### src/rtl/cbm_pkg.sv
// Package for the block-move, stack-pointer load and negate execution unit.
// Assumes one 100 MHz clock; timing counted in CPU clock states (one per mclk).
package cbm_pkg;
  // ------------------------------------------------------------------
  // Opcodes
  // ------------------------------------------------------------------
  localparam logic [7:0] OP_NOP       = 8'h00;
  localparam logic [7:0] OP_LD_SP_PP  = 8'hF9;
  localparam logic [7:0] OP_PFX_ED    = 8'hED;
  localparam logic [7:0] OP_PFX_IX    = 8'hDD;
  localparam logic [7:0] OP_PFX_IY    = 8'hFD;
  localparam logic [7:0] OP_CPY_ASC   = 8'hA0;
  localparam logic [7:0] OP_CPY_DSC   = 8'hA8;
  localparam logic [7:0] OP_CPY_ASC_R = 8'hB0;
  localparam logic [7:0] OP_CPY_DSC_R = 8'hB8;
  localparam logic [7:0] OP_NEG       = 8'h44;
  localparam logic [7:0] ACC_MIN      = 8'h80;
  // ------------------------------------------------------------------
  // Flag bit positions
  // ------------------------------------------------------------------
  localparam int FLG_C  = 0;
  localparam int FLG_N  = 1;
  localparam int FLG_PV = 2;
  localparam int FLG_H  = 4;
  localparam int FLG_Z  = 6;
  localparam int FLG_S  = 7;
  // ------------------------------------------------------------------
  // Clock-state counts
  // ------------------------------------------------------------------
  localparam logic [4:0] T_REG_LD   = 5'h04;
  localparam logic [4:0] T_SP_PP    = 5'h06;
  localparam logic [4:0] T_SP_IDX   = 5'h0A;
  localparam logic [4:0] T_NEG      = 5'h08;
  localparam logic [4:0] T_CPY      = 5'h10;
  localparam logic [4:0] T_CPY_RPT  = 5'h15;
  localparam logic [4:0] T_RD_AT    = 5'h08;
  localparam logic [4:0] T_WR_AT    = 5'h0B;
  localparam logic [1:0] REFRESH_N  = 2'h2;
  localparam logic [15:0] PC_REWIND = 16'h0002;
  // ------------------------------------------------------------------
  // APB map (byte addresses)
  // ------------------------------------------------------------------
  localparam logic [7:0] A_CMD  = 8'h00;
  localparam logic [7:0] A_ACC  = 8'h04;
  localparam logic [7:0] A_FLG  = 8'h08;
  localparam logic [7:0] A_PP   = 8'h0C;
  localparam logic [7:0] A_DP   = 8'h10;
  localparam logic [7:0] A_BC   = 8'h14;
  localparam logic [7:0] A_IX   = 8'h18;
  localparam logic [7:0] A_IY   = 8'h1C;
  localparam logic [7:0] A_SP   = 8'h20;
  localparam logic [7:0] A_PC   = 8'h24;
  localparam logic [7:0] A_STAT = 8'h28;
  localparam logic [7:0] A_RFSH = 8'h2C;
  localparam logic [7:0] A_MEMD = 8'h30;
  typedef enum logic [2:0] {
    CBM_IDLE  = 3'b000,
    CBM_EXEC  = 3'b001,
    CBM_MRD   = 3'b010,
    CBM_MWR   = 3'b011,
    CBM_DONE  = 3'b100
  } cbm_state_t;
endpackage : cbm_pkg

### src/rtl/cbm_fifo.sv
// Small synchronous FIFO with valid/ready on both sides.
// Assumes a single clock and active-low asynchronous reset.
`timescale 1ns/1ps
module cbm_fifo #(
  parameter int WIDTH = 8,
  parameter int DEPTH = 4
) (
  // Clock and reset
  input  wire logic             mclk,
  input  wire logic             reset_n,
  // Fill side
  input  wire logic             in_valid,
  output logic                  in_ready,
  input  wire logic [WIDTH-1:0] in_data,
  // Drain side
  output logic                  out_valid,
  input  wire logic             out_ready,
  output logic      [WIDTH-1:0] out_data
);
  localparam int AW = $clog2(DEPTH);
  logic [WIDTH-1:0] mem [DEPTH];
  logic [AW-1:0]    wr_ptr;
  logic [AW-1:0]    rd_ptr;
  logic [AW:0]      count;
  logic             push;
  logic             pop;

  assign in_ready  = (count != (AW+1)'(DEPTH));
  assign out_valid = (count != '0);
  assign out_data  = mem[rd_ptr];
  assign push      = in_valid && in_ready;
  assign pop       = out_valid && out_ready;

  always_ff @(posedge mclk)
  begin
    if (push)
    begin
      mem[wr_ptr] <= in_data;
    end
  end

  always_ff @(posedge mclk or negedge reset_n)
  begin
    if (!reset_n)
    begin
      wr_ptr <= '0;
      rd_ptr <= '0;
      count  <= '0;
    end
    else
    begin
      if (push)
      begin
        wr_ptr <= (wr_ptr == AW'(DEPTH-1)) ? '0 : wr_ptr + 1'b1;
      end
      if (pop)
      begin
        rd_ptr <= (rd_ptr == AW'(DEPTH-1)) ? '0 : rd_ptr + 1'b1;
      end
      count <= count + (AW+1)'(push) - (AW+1)'(pop);
    end
  end
endmodule : cbm_fifo

### src/rtl/cbm_exec.sv
// Execution unit for register loads, stack-pointer loads, block copies,
// negate and no-operation, with an APB register file and a memory port.
// Assumes a memory that answers mem_rd_valid some cycles after a read.
//
// The register offsets and the APB register port are this design's own decisions.
`timescale 1ns/1ps
module cbm_exec (
  // Clock and reset
  input  wire logic        mclk,
  input  wire logic        reset_n,
  // APB slave
  input  wire logic        psel,
  input  wire logic        penable,
  input  wire logic        pwrite,
  input  wire logic [7:0]  paddr,
  input  wire logic [31:0] pwdata,
  output logic      [31:0] prdata,
  output logic             pready,
  output logic             pslverr,
  // Memory port
  output logic      [15:0] mem_addr,
  output logic             mem_rd,
  output logic             mem_wr,
  output logic      [7:0]  mem_wdata,
  input  wire logic        mem_rd_valid,
  input  wire logic [7:0]  mem_rdata,
  input  wire logic        mem_wr_ready,
  // Core joins
  input  wire logic        int_request,
  output logic             int_window,
  output logic             refresh_strobe,
  output logic             busy
);
  // ------------------------------------------------------------------
  // Architectural state
  // ------------------------------------------------------------------
  cbm_pkg::cbm_state_t state;
  logic [7:0]  acc;
  logic [7:0]  flags;
  logic [15:0] primary_pointer_pair;
  logic [15:0] destination_pointer_pair;
  logic [15:0] byte_counter_pair;
  logic [15:0] first_index_register;
  logic [15:0] second_index_register;
  logic [15:0] stack_pointer;
  logic [15:0] pc;
  logic [15:0] refresh_count;
  logic [15:0] opcode;
  logic [4:0]  tstate;
  logic [4:0]  tlimit;
  logic        rd_sync1;
  logic        rd_sync2;
  logic        int_sync1;
  logic        int_sync2;
  logic        wr_sync1;
  logic        wr_sync2;
  logic        fifo_out_valid;
  logic        fifo_in_ready;
  logic [7:0]  fifo_out_data;
  logic        pop_byte;
  logic [7:0]  rd_data_q;
  logic [7:0]  neg_res;
  logic [4:0]  neg_low;
  logic [15:0] next_bc;
  logic        is_copy;
  logic        is_asc;
  logic        is_rpt;
  logic        apb_wr;
  logic        apb_rd;
  logic [1:0]  refresh_left;

  assign apb_wr  = psel && penable && pwrite;
  assign apb_rd  = psel && !penable && !pwrite;
  assign pready  = 1'b1;
  assign busy    = (state != cbm_pkg::CBM_IDLE);

  // Read valid, write ready and interrupt cross through two flops; read data through one
  always_ff @(posedge mclk or negedge reset_n)
  begin
    if (!reset_n)
    begin
      rd_sync1  <= 1'b0;
      rd_sync2  <= 1'b0;
      int_sync1 <= 1'b0;
      int_sync2 <= 1'b0;
      wr_sync1  <= 1'b0;
      wr_sync2  <= 1'b0;
      rd_data_q <= 8'h00;
    end
    else
    begin
      rd_sync1  <= mem_rd_valid;
      rd_sync2  <= rd_sync1;
      int_sync1 <= int_request;
      int_sync2 <= int_sync1;
      wr_sync1  <= mem_wr_ready;
      wr_sync2  <= wr_sync1;
      rd_data_q <= mem_rdata;
    end
  end

  // ------------------------------------------------------------------
  // Copy buffer between read and write phases
  // ------------------------------------------------------------------
  cbm_fifo #(
    .WIDTH (8),
    .DEPTH (4)
  ) u_fifo (
    .mclk      (mclk),
    .reset_n   (reset_n),
    .in_valid  (state == cbm_pkg::CBM_MRD && rd_sync2 && !fifo_out_valid),
    .in_ready  (fifo_in_ready),
    .in_data   (rd_data_q),
    .out_valid (fifo_out_valid),
    .out_ready (pop_byte),
    .out_data  (fifo_out_data)
  );

  // ------------------------------------------------------------------
  // Decode
  // ------------------------------------------------------------------
  always_comb
  begin
    is_copy = (opcode[15:8] == cbm_pkg::OP_PFX_ED) &&
              (opcode[7:4] == 4'hA || opcode[7:4] == 4'hB) &&
              (opcode[2:0] == 3'b000);
    is_asc  = !opcode[3];
    is_rpt  = opcode[4];
    next_bc = byte_counter_pair - 16'h0001;
    neg_res = 8'h00 - acc;
    neg_low = 5'h00 - {1'b0, acc[3:0]};
  end

  always_comb
  begin
    tlimit = cbm_pkg::T_REG_LD;
    if (opcode == {8'h00, cbm_pkg::OP_LD_SP_PP})
    begin
      tlimit = cbm_pkg::T_SP_PP;
    end
    else if (opcode == {cbm_pkg::OP_PFX_IX, cbm_pkg::OP_LD_SP_PP} ||
             opcode == {cbm_pkg::OP_PFX_IY, cbm_pkg::OP_LD_SP_PP})
    begin
      tlimit = cbm_pkg::T_SP_IDX;
    end
    else if (opcode == {cbm_pkg::OP_PFX_ED, cbm_pkg::OP_NEG})
    begin
      tlimit = cbm_pkg::T_NEG;
    end
    else if (is_copy)
    begin
      tlimit = (is_rpt && next_bc != 16'h0000) ?
               cbm_pkg::T_CPY_RPT : cbm_pkg::T_CPY;
    end
  end

  // ------------------------------------------------------------------
  // Sequencer
  // ------------------------------------------------------------------
  // Memory handshakes stretch a state; the clock-state count still runs,
  // so a slow memory lengthens the pass beyond its nominal figure.
  always_ff @(posedge mclk or negedge reset_n)
  begin
    if (!reset_n)
    begin
      state  <= cbm_pkg::CBM_IDLE;
      tstate <= 5'h00;
    end
    else
    begin
      unique case (state)
        cbm_pkg::CBM_IDLE:
        begin
          tstate <= 5'h01;
          if (apb_wr && paddr == cbm_pkg::A_CMD)
          begin
            state <= cbm_pkg::CBM_EXEC;
          end
        end
        cbm_pkg::CBM_EXEC:
        begin
          tstate <= tstate + 5'h01;
          if (is_copy && tstate == cbm_pkg::T_RD_AT - 5'h01)
          begin
            state <= cbm_pkg::CBM_MRD;
          end
          else if (tstate >= tlimit)
          begin
            state <= cbm_pkg::CBM_DONE;
          end
        end
        cbm_pkg::CBM_MRD:
        begin
          tstate <= tstate + 5'h01;
          if (fifo_out_valid)
          begin
            state <= cbm_pkg::CBM_MWR;
          end
        end
        cbm_pkg::CBM_MWR:
        begin
          tstate <= tstate + 5'h01;
          if (wr_sync2 && tstate >= cbm_pkg::T_WR_AT)
          begin
            state <= cbm_pkg::CBM_EXEC;
          end
        end
        cbm_pkg::CBM_DONE:
        begin
          state <= cbm_pkg::CBM_IDLE;
        end
        default:
        begin
          state <= cbm_pkg::CBM_IDLE;
        end
      endcase
    end
  end

  assign pop_byte  = (state == cbm_pkg::CBM_MWR) && wr_sync2 &&
                     (tstate >= cbm_pkg::T_WR_AT);
  assign mem_rd    = (state == cbm_pkg::CBM_MRD) && fifo_in_ready &&
                     !fifo_out_valid;
  assign mem_wr    = (state == cbm_pkg::CBM_MWR);
  assign mem_wdata = fifo_out_data;
  assign mem_addr  = (state == cbm_pkg::CBM_MWR) ?
                     destination_pointer_pair : primary_pointer_pair;

  // ------------------------------------------------------------------
  // Register updates at end of instruction
  // ------------------------------------------------------------------
  always_ff @(posedge mclk or negedge reset_n)
  begin
    if (!reset_n)
    begin
      acc                      <= 8'h00;
      flags                    <= 8'h00;
      primary_pointer_pair     <= 16'h0000;
      destination_pointer_pair <= 16'h0000;
      byte_counter_pair        <= 16'h0000;
      first_index_register     <= 16'h0000;
      second_index_register    <= 16'h0000;
      stack_pointer            <= 16'h0000;
      pc                       <= 16'h0000;
      opcode                   <= 16'h0000;
    end
    else if (state == cbm_pkg::CBM_IDLE)
    begin
      if (apb_wr)
      begin
        unique case (paddr)
          cbm_pkg::A_CMD:  opcode <= pwdata[15:0];
          cbm_pkg::A_ACC:  acc <= pwdata[7:0];
          cbm_pkg::A_FLG:  flags <= pwdata[7:0];
          cbm_pkg::A_PP:   primary_pointer_pair <= pwdata[15:0];
          cbm_pkg::A_DP:   destination_pointer_pair <= pwdata[15:0];
          cbm_pkg::A_BC:   byte_counter_pair <= pwdata[15:0];
          cbm_pkg::A_IX:   first_index_register <= pwdata[15:0];
          cbm_pkg::A_IY:   second_index_register <= pwdata[15:0];
          cbm_pkg::A_SP:   stack_pointer <= pwdata[15:0];
          cbm_pkg::A_PC:   pc <= pwdata[15:0];
          default:         ;
        endcase
      end
    end
    else if (state == cbm_pkg::CBM_EXEC && tstate >= tlimit)
    begin
      // PC advances by instruction length, except on a repeating copy whose count has not reached zero
      pc <= pc + ((opcode[15:8] == 8'h00) ? 16'h0001 : 16'h0002);
      if (opcode == {8'h00, cbm_pkg::OP_LD_SP_PP})
      begin
        stack_pointer <= primary_pointer_pair;
      end
      else if (opcode == {cbm_pkg::OP_PFX_IX, cbm_pkg::OP_LD_SP_PP})
      begin
        stack_pointer <= first_index_register;
      end
      else if (opcode == {cbm_pkg::OP_PFX_IY, cbm_pkg::OP_LD_SP_PP})
      begin
        stack_pointer <= second_index_register;
      end
      else if (opcode == {cbm_pkg::OP_PFX_ED, cbm_pkg::OP_NEG})
      begin
        acc              <= neg_res;
        flags[cbm_pkg::FLG_S]  <= neg_res[7];
        flags[cbm_pkg::FLG_Z]  <= (neg_res == 8'h00);
        flags[cbm_pkg::FLG_H]  <= neg_low[4];
        flags[cbm_pkg::FLG_PV] <= (acc == cbm_pkg::ACC_MIN);
        flags[cbm_pkg::FLG_N]  <= 1'b1;
        flags[cbm_pkg::FLG_C]  <= (acc != 8'h00);
      end
      else if (is_copy)
      begin
        // Pointer updates follow the write
        primary_pointer_pair     <= is_asc ? primary_pointer_pair + 16'h0001
                                    : primary_pointer_pair - 16'h0001;
        destination_pointer_pair <= is_asc ?
                                    destination_pointer_pair + 16'h0001 :
                                    destination_pointer_pair - 16'h0001;
        byte_counter_pair        <= next_bc;
        flags[cbm_pkg::FLG_H]    <= 1'b0;
        flags[cbm_pkg::FLG_N]    <= 1'b0;
        flags[cbm_pkg::FLG_PV]   <= is_rpt ? 1'b0 : (next_bc != 16'h0000);
        if (is_rpt && next_bc != 16'h0000)
        begin
          // Re-fetch the same instruction
          pc <= pc;
        end
      end
      // Plain register loads touch no flag
    end
  end

  // ------------------------------------------------------------------
  // Refresh after each transferred byte; interrupt window only after a byte of a repeating copy
  // ------------------------------------------------------------------
  always_ff @(posedge mclk or negedge reset_n)
  begin
    if (!reset_n)
    begin
      refresh_left   <= 2'h0;
      refresh_count  <= 16'h0000;
      refresh_strobe <= 1'b0;
      int_window     <= 1'b0;
    end
    else
    begin
      refresh_strobe <= 1'b0;
      int_window     <= 1'b0;
      if (state == cbm_pkg::CBM_EXEC && tstate >= tlimit && is_copy)
      begin
        refresh_left <= cbm_pkg::REFRESH_N;
        int_window   <= is_rpt && int_sync2;
      end
      else if (refresh_left != 2'h0)
      begin
        refresh_left   <= refresh_left - 2'h1;
        refresh_strobe <= 1'b1;
        refresh_count  <= refresh_count + 16'h0001;
      end
    end
  end

  // ------------------------------------------------------------------
  // APB read
  // ------------------------------------------------------------------
  always_ff @(posedge mclk or negedge reset_n)
  begin
    if (!reset_n)
    begin
      prdata  <= 32'h0000_0000;
      pslverr <= 1'b0;
    end
    else if (apb_rd)
    begin
      pslverr <= 1'b0;
      unique case (paddr)
        cbm_pkg::A_CMD:  prdata <= {16'h0000, opcode};
        cbm_pkg::A_ACC:  prdata <= {24'h000000, acc};
        cbm_pkg::A_FLG:  prdata <= {24'h000000, flags};
        cbm_pkg::A_PP:   prdata <= {16'h0000, primary_pointer_pair};
        cbm_pkg::A_DP:   prdata <= {16'h0000, destination_pointer_pair};
        cbm_pkg::A_BC:   prdata <= {16'h0000, byte_counter_pair};
        cbm_pkg::A_IX:   prdata <= {16'h0000, first_index_register};
        cbm_pkg::A_IY:   prdata <= {16'h0000, second_index_register};
        cbm_pkg::A_SP:   prdata <= {16'h0000, stack_pointer};
        cbm_pkg::A_PC:   prdata <= {16'h0000, pc};
        cbm_pkg::A_STAT: prdata <= {27'h0, tstate[1:0], state};
        cbm_pkg::A_RFSH: prdata <= {16'h0000, refresh_count};
        default:
        begin
          prdata  <= 32'h0000_0000;
          pslverr <= 1'b1;
        end
      endcase
    end
    else if (!penable)
    begin
      pslverr <= 1'b0;
    end
  end
endmodule : cbm_exec

### config.mk
export PLATFORM = sky130hd
export DESIGN_NAME = cbm_exec
export DESIGN_NICKNAME = d
export VERILOG_FILES = /design/src/rtl/cbm_pkg.sv /design/src/rtl/cbm_fifo.sv /design/src/rtl/cbm_exec.sv
export SDC_FILE = /design/constraint.sdc
export NUM_CORES = 1
export LEC_CHECK = 0
export BUFFER_PORTS_ARGS = -buffer_cell sky130_fd_sc_hd__buf_4
export CELL_PAD_IN_SITES_DETAIL_PLACEMENT = 0
export CELL_PAD_IN_SITES_GLOBAL_PLACEMENT = 1
export CORE_MARGIN = 1.5
export CORE_UTILIZATION = 51
export CTS_CLUSTER_DIAMETER = 200
export DETAILED_ROUTE_END_ITERATION = 8
export PLACE_DENSITY_LB_ADDON = 0.1
export RECOVER_POWER = 100
export SYNTH_ARGS = -nofsm -noshare
export SYNTH_HDL_FRONTEND = slang
export SYNTH_SLANG_ARGS = --single-unit
### constraint.sdc
create_clock -name mclk -period 9.6 [get_ports mclk]
set_clock_uncertainty 0.05 [all_clocks]
set_input_delay 1.92 -clock mclk [delete_from_list [all_inputs] [get_ports mclk]]
set_output_delay 1.92 -clock mclk [all_outputs]
set_load 0.005 [all_outputs]
-- After elaboration in Yosys (flattened, before gate mapping)
Memories as Yosys holds them, arrays and structs flattened.
Cells that the tools add are included.
- add/subtract/negate cells: 15
- multiply operators: 0
- divide/modulo/power cells: 0
- order comparisons: 2
- eq/ne operators: 44
- shift-type cells: 0
- muxes and demuxes: 105
- bitwise logic cells: 1
- reductions and logical operators: 59
- operators by type and width (cell ; count):
    16-bit 2-to-1 mux ; 47
    16-bit one-hot mux with 12 select lines ; 1
    8-bit 2-to-1 mux ; 10
    16-bit by 1-bit adder with 16-bit output, second input constant ; 3
    16-bit equality test, second input constant ; 3
    16-bit by 1-bit subtractor with 16-bit output, second input constant ; 3
    3-bit 2-to-1 mux ; 11
    8-bit by 5-bit equality test with 1-bit output, second input constant ; 4
    8-bit by 6-bit equality test with 1-bit output, second input constant ; 4
    2-bit 2-to-1 mux ; 13
    8-bit zero test ; 3
    8-bit AND reduction ; 3
    1-bit logical AND ; 21
    7-bit AND reduction ; 3
    5-bit 2-to-1 mux ; 4
    2-bit by 1-bit inequality test with 1-bit output, second input constant ; 9
    1-bit 2-to-1 mux ; 17
    16-bit by 2-bit adder with 16-bit output ; 1
    16-bit by 8-bit equality test with 1-bit output, second input constant ; 1
    8-bit by 4-bit equality test with 1-bit output, second input constant ; 2
    8-bit equality test, second input constant ; 2
    16-bit nonzero test ; 1
    2-bit inequality test, second input constant ; 7
    3-bit one-hot mux with 4 select lines ; 1
    other kinds (32) ; 52
- bits in registers: 226
- latch bits: 0
- memory bits (writable): 32
- ROM bits: 0
- input port bits: 56
- output and inout port bits: 63
- word-level logic and storage cells: 257
- memories: 1
- memory list (memory ; depth ; width ; rd ports ; clocked after memory_dff ; wr ports ; RTL line ; source):
    u_fifo.mem ; 4 ; 8 ; 1 ; 0 ; 1 ; cbm_fifo.sv:21 ; logic [WIDTH-1:0] mem [DEPTH];

-- Logic depth before layout (Yosys ltp)
- word-level depth: 13
- depth in mapped cells: 18
- gate-level depth less buffers: 16

-- Hierarchy
A second synthesis with hierarchy kept.
- cells, all modules: 1432
- area, all modules: 13913.3 sq um
- modules (own cells, without submodules) (module ; instances ; cells each ; area each (sq um) ; sequential area each (sq um)):
    cbm_exec ; 1 ; 1347 ; 12276.8 ; 5079.9
    cbm_fifo ; 1 ; 85 ; 1636.6 ; 1136.1

-- Worst setup path after synthesis
Ideal clock, no wire load.
- path type: register -> register
- start point: reg byte_counter_pair[2]
- end point: reg refresh_count[13]
- library setup time: 79 ps
- arrival: 3742 ps
- required time: 9471 ps
- setup slack: 5729 ps
- stages on the path, launching flop included: 15
- path buffers: 0
- clock period less this slack: 3871 ps
- cells stage by stage: dfrtp_1 -> or4_4 -> or4_4 -> a21oi_2 -> o32a_2 -> o21ba_2 -> ha_1 -> nand2b_1 -> a21o_1 -> a21o_1 -> a21o_1 -> a2111oi_2 -> nand2_1 -> nor2_1 -> xor2_1
- cells in the longest elaborated chain, start to end: 13
- RTL lines (item ; RTL line ; source):
    from (decl) ; cbm_exec.sv:42 ; logic [15:0] byte_counter_pair;
    from (signal assigned) ; cbm_exec.sv:257 ; cbm_pkg::A_BC: byte_counter_pair <= pwdata[15:0];
    from (signal assigned) ; cbm_exec.sv:300 ; byte_counter_pair <= next_bc;
    16-bit by 1-bit subtractor with 16-bit output ; cbm_exec.sv:129 ; next_bc = byte_counter_pair - 16'h0001;
    16-bit nonzero test ; cbm_exec.sv:152 ; tlimit = (is_rpt && next_bc != 16'h0000) ?
    1-bit logical AND ; cbm_exec.sv:152 ;
    3-bit 2-to-1 mux ; cbm_exec.sv:152 ;
    5-bit 2-to-1 mux ; cbm_exec.sv:150 ; else if (is_copy)
    5-bit 2-to-1 mux ; cbm_exec.sv:146 ; else if (opcode == {cbm_pkg::OP_PFX_ED, cbm_pkg::OP_NEG})
    5-bit 2-to-1 mux ; cbm_exec.sv:141 ; else if (opcode == {cbm_pkg::OP_PFX_IX, cbm_pkg::OP_LD_SP_PP} ||
    5-bit 2-to-1 mux ; cbm_exec.sv:137 ; if (opcode == {8'h00, cbm_pkg::OP_LD_SP_PP})
    5-bit >= comparator ; cbm_exec.sv:330 ; if (state == cbm_pkg::CBM_EXEC && tstate >= tlimit && is_copy)
    1-bit logical AND (2 in series) ; cbm_exec.sv:330 ;
    1-bit NOT (no source line) ; n/a ;
    2-bit AND reduction (no source line) ; n/a ;
    to (signal assigned) ; cbm_exec.sv:339 ; refresh_count <= refresh_count + 16'h0001;
    to (decl) ; cbm_exec.sv:47 ; logic [15:0] refresh_count;
Every way passes these cells.
A chain may end at the register's enable or synchronous reset.

-- Final worst setup path
- start point: reg state[2]
- end point: reg stack_pointer[14]
- cells in the longest elaborated chain, start to end: 4
- elaborated cells on any way between the ends: 9
- those cells by class: 3 x eq/ne; 1 x mux; 5 x reduce/logical
- RTL lines (item ; RTL line ; source):
    from (decl) ; cbm_exec.sv:37 ; cbm_pkg::cbm_state_t state;
    from (signal assigned) ; cbm_exec.sv:166 ; state <= cbm_pkg::CBM_IDLE;
    from (signal assigned) ; cbm_exec.sv:177 ; state <= cbm_pkg::CBM_EXEC;
    from (signal assigned) ; cbm_exec.sv:185 ; state <= cbm_pkg::CBM_MRD;
    3-bit by 1-bit equality test with 1-bit output ; cbm_exec.sv:266 ; else if (state == cbm_pkg::CBM_EXEC && tstate >= tlimit)
    1-bit logical AND ; cbm_exec.sv:266 ;
    2-bit nonzero test (no source line) ; n/a ;
    4-bit AND reduction (no source line) ; n/a ;
    to (signal assigned) ; cbm_exec.sv:272 ; stack_pointer <= primary_pointer_pair;
    to (signal assigned) ; cbm_exec.sv:276 ; stack_pointer <= first_index_register;
    to (signal assigned) ; cbm_exec.sv:280 ; stack_pointer <= second_index_register;
    to (decl) ; cbm_exec.sv:45 ; logic [15:0] stack_pointer;
Parallel ways exist; a longest one is shown, timed or not.

==> flow_metrics.tcl <==
set metrics [dict create \
    cp_max_fo 65 \
    synth-seq-area-share_pct 44.86 \
    cts_max_level 1 \
    pin_count 119 \
    clk_pin_slew_ns 0.07 \
    synth_top_family_by_area "compound AO/OA/AOI/OAI gates" \
    dp_hpwl_mm 30.58 \
    total_power_mw 2.371 \
    dr.pass1.iters 6 \
    ys_warn_count 0 \
    maxSlewHeadroom_pct -171.4 \
    cts_buffers 27 \
    synth-simple-area-share_pct 16.08 \
    critPathMaxStageDelay_ns 2.33 \
    drc 0 \
    power_density_nw_per_um2 152.7 \
    start_util_pct 51.70 \
    clk-insertion-delay-late_ns 0.54 \
    netlist_instances 1427 \
    p_leak_nw 6.825 \
    setup_tns_ns 0 \
    crit_buf_inv 2 \
    antenna_cells 0 \
    synth_ff_type "dfrtp_1" \
    post_cts_buffers 0 \
    hold_viol_final 0 \
    die_w_um 167.8 \
    holdBufCountCts 0 \
    maxCapViolCount 6 \
    grt_antenna_before_repair 0 \
    synth-xor-area-share_pct 2.718 \
    run_status "finished, violations left" \
    dieArea_sq_um 28170 \
    yosys.area_share.adder_pct 4.912 \
    syn_area_sq_um 13860 \
    nNetsFinal 1602 \
    cts_root_buf "clkbuf_16" \
    report.final.slew_viol_count 257 \
    worstHoldPathType "flip-flop to flip-flop" \
    drt_iter0_drc 1191 \
    via_count 11680 \
    final_common_cell "dfrtp_1" \
    finalCritPeriodShare_pct 63.91 \
    nFillCells 2390 \
    path_cells "nor3_1 -> clkbuf_1 -> o21ai_0 -> nand2_1 -> clkbuf_1 -> o21ai_0" \
    grtUsageTotal_pct 31.06 \
    rsz0062_at_grt "no" \
    crit_family "buffers and inverters" \
    ys_ff_latch 242 \
    crit_path_end_kind "flip-flop" \
    cp.required_ns 9.89 \
    synth_compound_area_share_pct 20.14 \
    cp-start-kind "flip-flop" \
    path_class "flip-flop to flip-flop" \
    grt_pass1_vias 11090 \
    areaGrowthSynthToFinish_pct 12.09 \
    synthTopCellsByArea "dfrtp_1 (38%), edfxtp_1 (6.9%), nand2_1 (5.1%)" \
    min_period_ns 6.135 \
    synth.top_cell.area_share_pct 37.93 \
    synth_mux_area_share_pct 7.360 \
    portBuffers 85 \
    ant_nets 0 \
    cts_tree "done" \
    violations "capacitance limit, slew limit" \
    ctsResizeCount 0 \
    whs_ns 0.2993 \
    cts_sinks 242 \
    setup_viol 0 \
    fp.dieH_um 167.8 \
    drt-wirelength-per-cell_um 23.48 \
    cts_buffer_depth 3 \
    wl_mm 43.58 \
    critPathArrivalTime_ns 6.42 \
    yosysTopAreaCell "dfrtp_1" \
    async_flop_share_pct 86.78 \
    ys_types 91 \
    grt_overflow 0 \
    postLayoutCoreUtil_pct 57.95 \
    core-area_sq_um 26800 \
    fmax_mhz 163.0 \
    layout_common_cells "dfrtp_1 (210), nand2_1 (188), nor2_1 (113)" \
    rows 60 \
    syn_area_per_cell_sq_um 9.710 \
    tightest_slew_ns 4.072 \
    grt_max_degree 139 \
    synth_edf_count 32 \
    drive_gt1_share_pct 14.06 \
    cpMaxStageDelayCell "clkbuf_1" \
    grt_pass1_wl_mm 66.87 \
    via_per_inst 6.294 \
    vdd_drop_max_v 0.0001270 \
    place.gp.congestion 0.8996 \
]
layer usage:
| metal | share of wire [%] | up-vias | track usage, % | wire length, um |
|---|---|---|---|---|
| met5 | 0 | - | 0 | 0 |
| met4 | 3.0 | 0 | 9.714 | 1313 |
| met3 | 8.8 | 86 | 4.819 | 3832 |
| met2 | 45 | 535 | 47.99 | 19470 |
| met1 | 44 | 5662 | 45.02 | 18960 |
| li1 | - | 5398 | - | - |
final timing paths:
kind	from	endpoint	slack, ns	cells past startpoint
setup / recovery	state[2]$_DFFE_PN0P_	stack_pointer[14]$_DFFE_PN0P_	3.47	6
hold reg to reg	wr_sync1$_DFF_PN0_	wr_sync2$_DFF_PN0_	0.30	0
min in group asynchronous	reset_n	prdata[9]$_DFFE_PN0P_	1.47	1
max in group asynchronous	reset_n	first_index_register[3]$_DFFE_PN0P_	3.59	2
setup reg to reg	state[2]$_DFFE_PN0P_	stack_pointer[14]$_DFFE_PN0P_	3.47	6
hold / removal	wr_sync1$_DFF_PN0_	wr_sync2$_DFF_PN0_	0.30	0
worst register-to-register path: cells and delay by family, from the launching register on:
family,cells,cell delay [ns]
buf+inv,2,3.49
compound gates,2,0.64
simple gates,2,1.21
flops,1,0.54
report_power, final:
part           switching [mW]  internal [mW]  leakage (nW)  total [mW]
registers              0.0442           1.07          3.04        1.12
clock network           0.418          0.631         0.436        1.05
logic                   0.121         0.0823          3.35       0.203
total                   0.583           1.79          6.83        2.37
registers in the layout, summed over array words and instances, names as in the netlist, 16 cells and up:
register                  cells
u_fifo.mem                   32
primary_pointer_pair         16
stack_pointer                16
refresh_count                16
pc                           16
first_index_register         16
opcode                       16
prdata                       16
byte_counter_pair            16
destination_pointer_pair     16
second_index_register        16
final cells by class:
cell class              instances  area [sq um]  share of cell area, %
repair buffers                104         747.0                  4.809
clock inverters                 9         126.4                 0.8137
flip-flops and latches        242          6216                  40.02
inverters                      32         120.1                 0.7734
well taps                     341         426.7                  2.747
multi-input cells            1087          7127                  45.89
clock buffers                  41         768.2                  4.946
metrics by stage:
stage                     instance area [sq um]  instances  setup WS, ns
after global placement                    14750       1806         4.660
after floorplan                           13910       1442         5.729
after CTS                                 15640       1856         4.462
after detailed placement                  14750       1806         4.600
final                                     15530       1856         3.465
after global routing                      15530       1856         2.664
cell families after synthesis:
logic type	after synthesis
xor gates and xnor gates	43
muxes	85
AOI/OAI and AO/OA	412
buffers and inverters	113
adders and majority gates	52
DFF	242
and+or+nand+nor	478
other	2
synth_stat cells, drive strengths merged, types with 14 or more instances:
cell type	instances
mux2	55
dfrtp	210
clkbuf	47
a22oi	30
a21oi	76
ha	48
xnor2	25
mux2i	22
nand2	188
or3	15
and3	14
o21ai	111
xor2	18
a31oi	21
buf	33
nor3	39
nand3	45
a21o	14
a22o	29
nor2	114
edfxtp	32
inv	32
a221oi	28
Power figures use the tool's default switching activity.
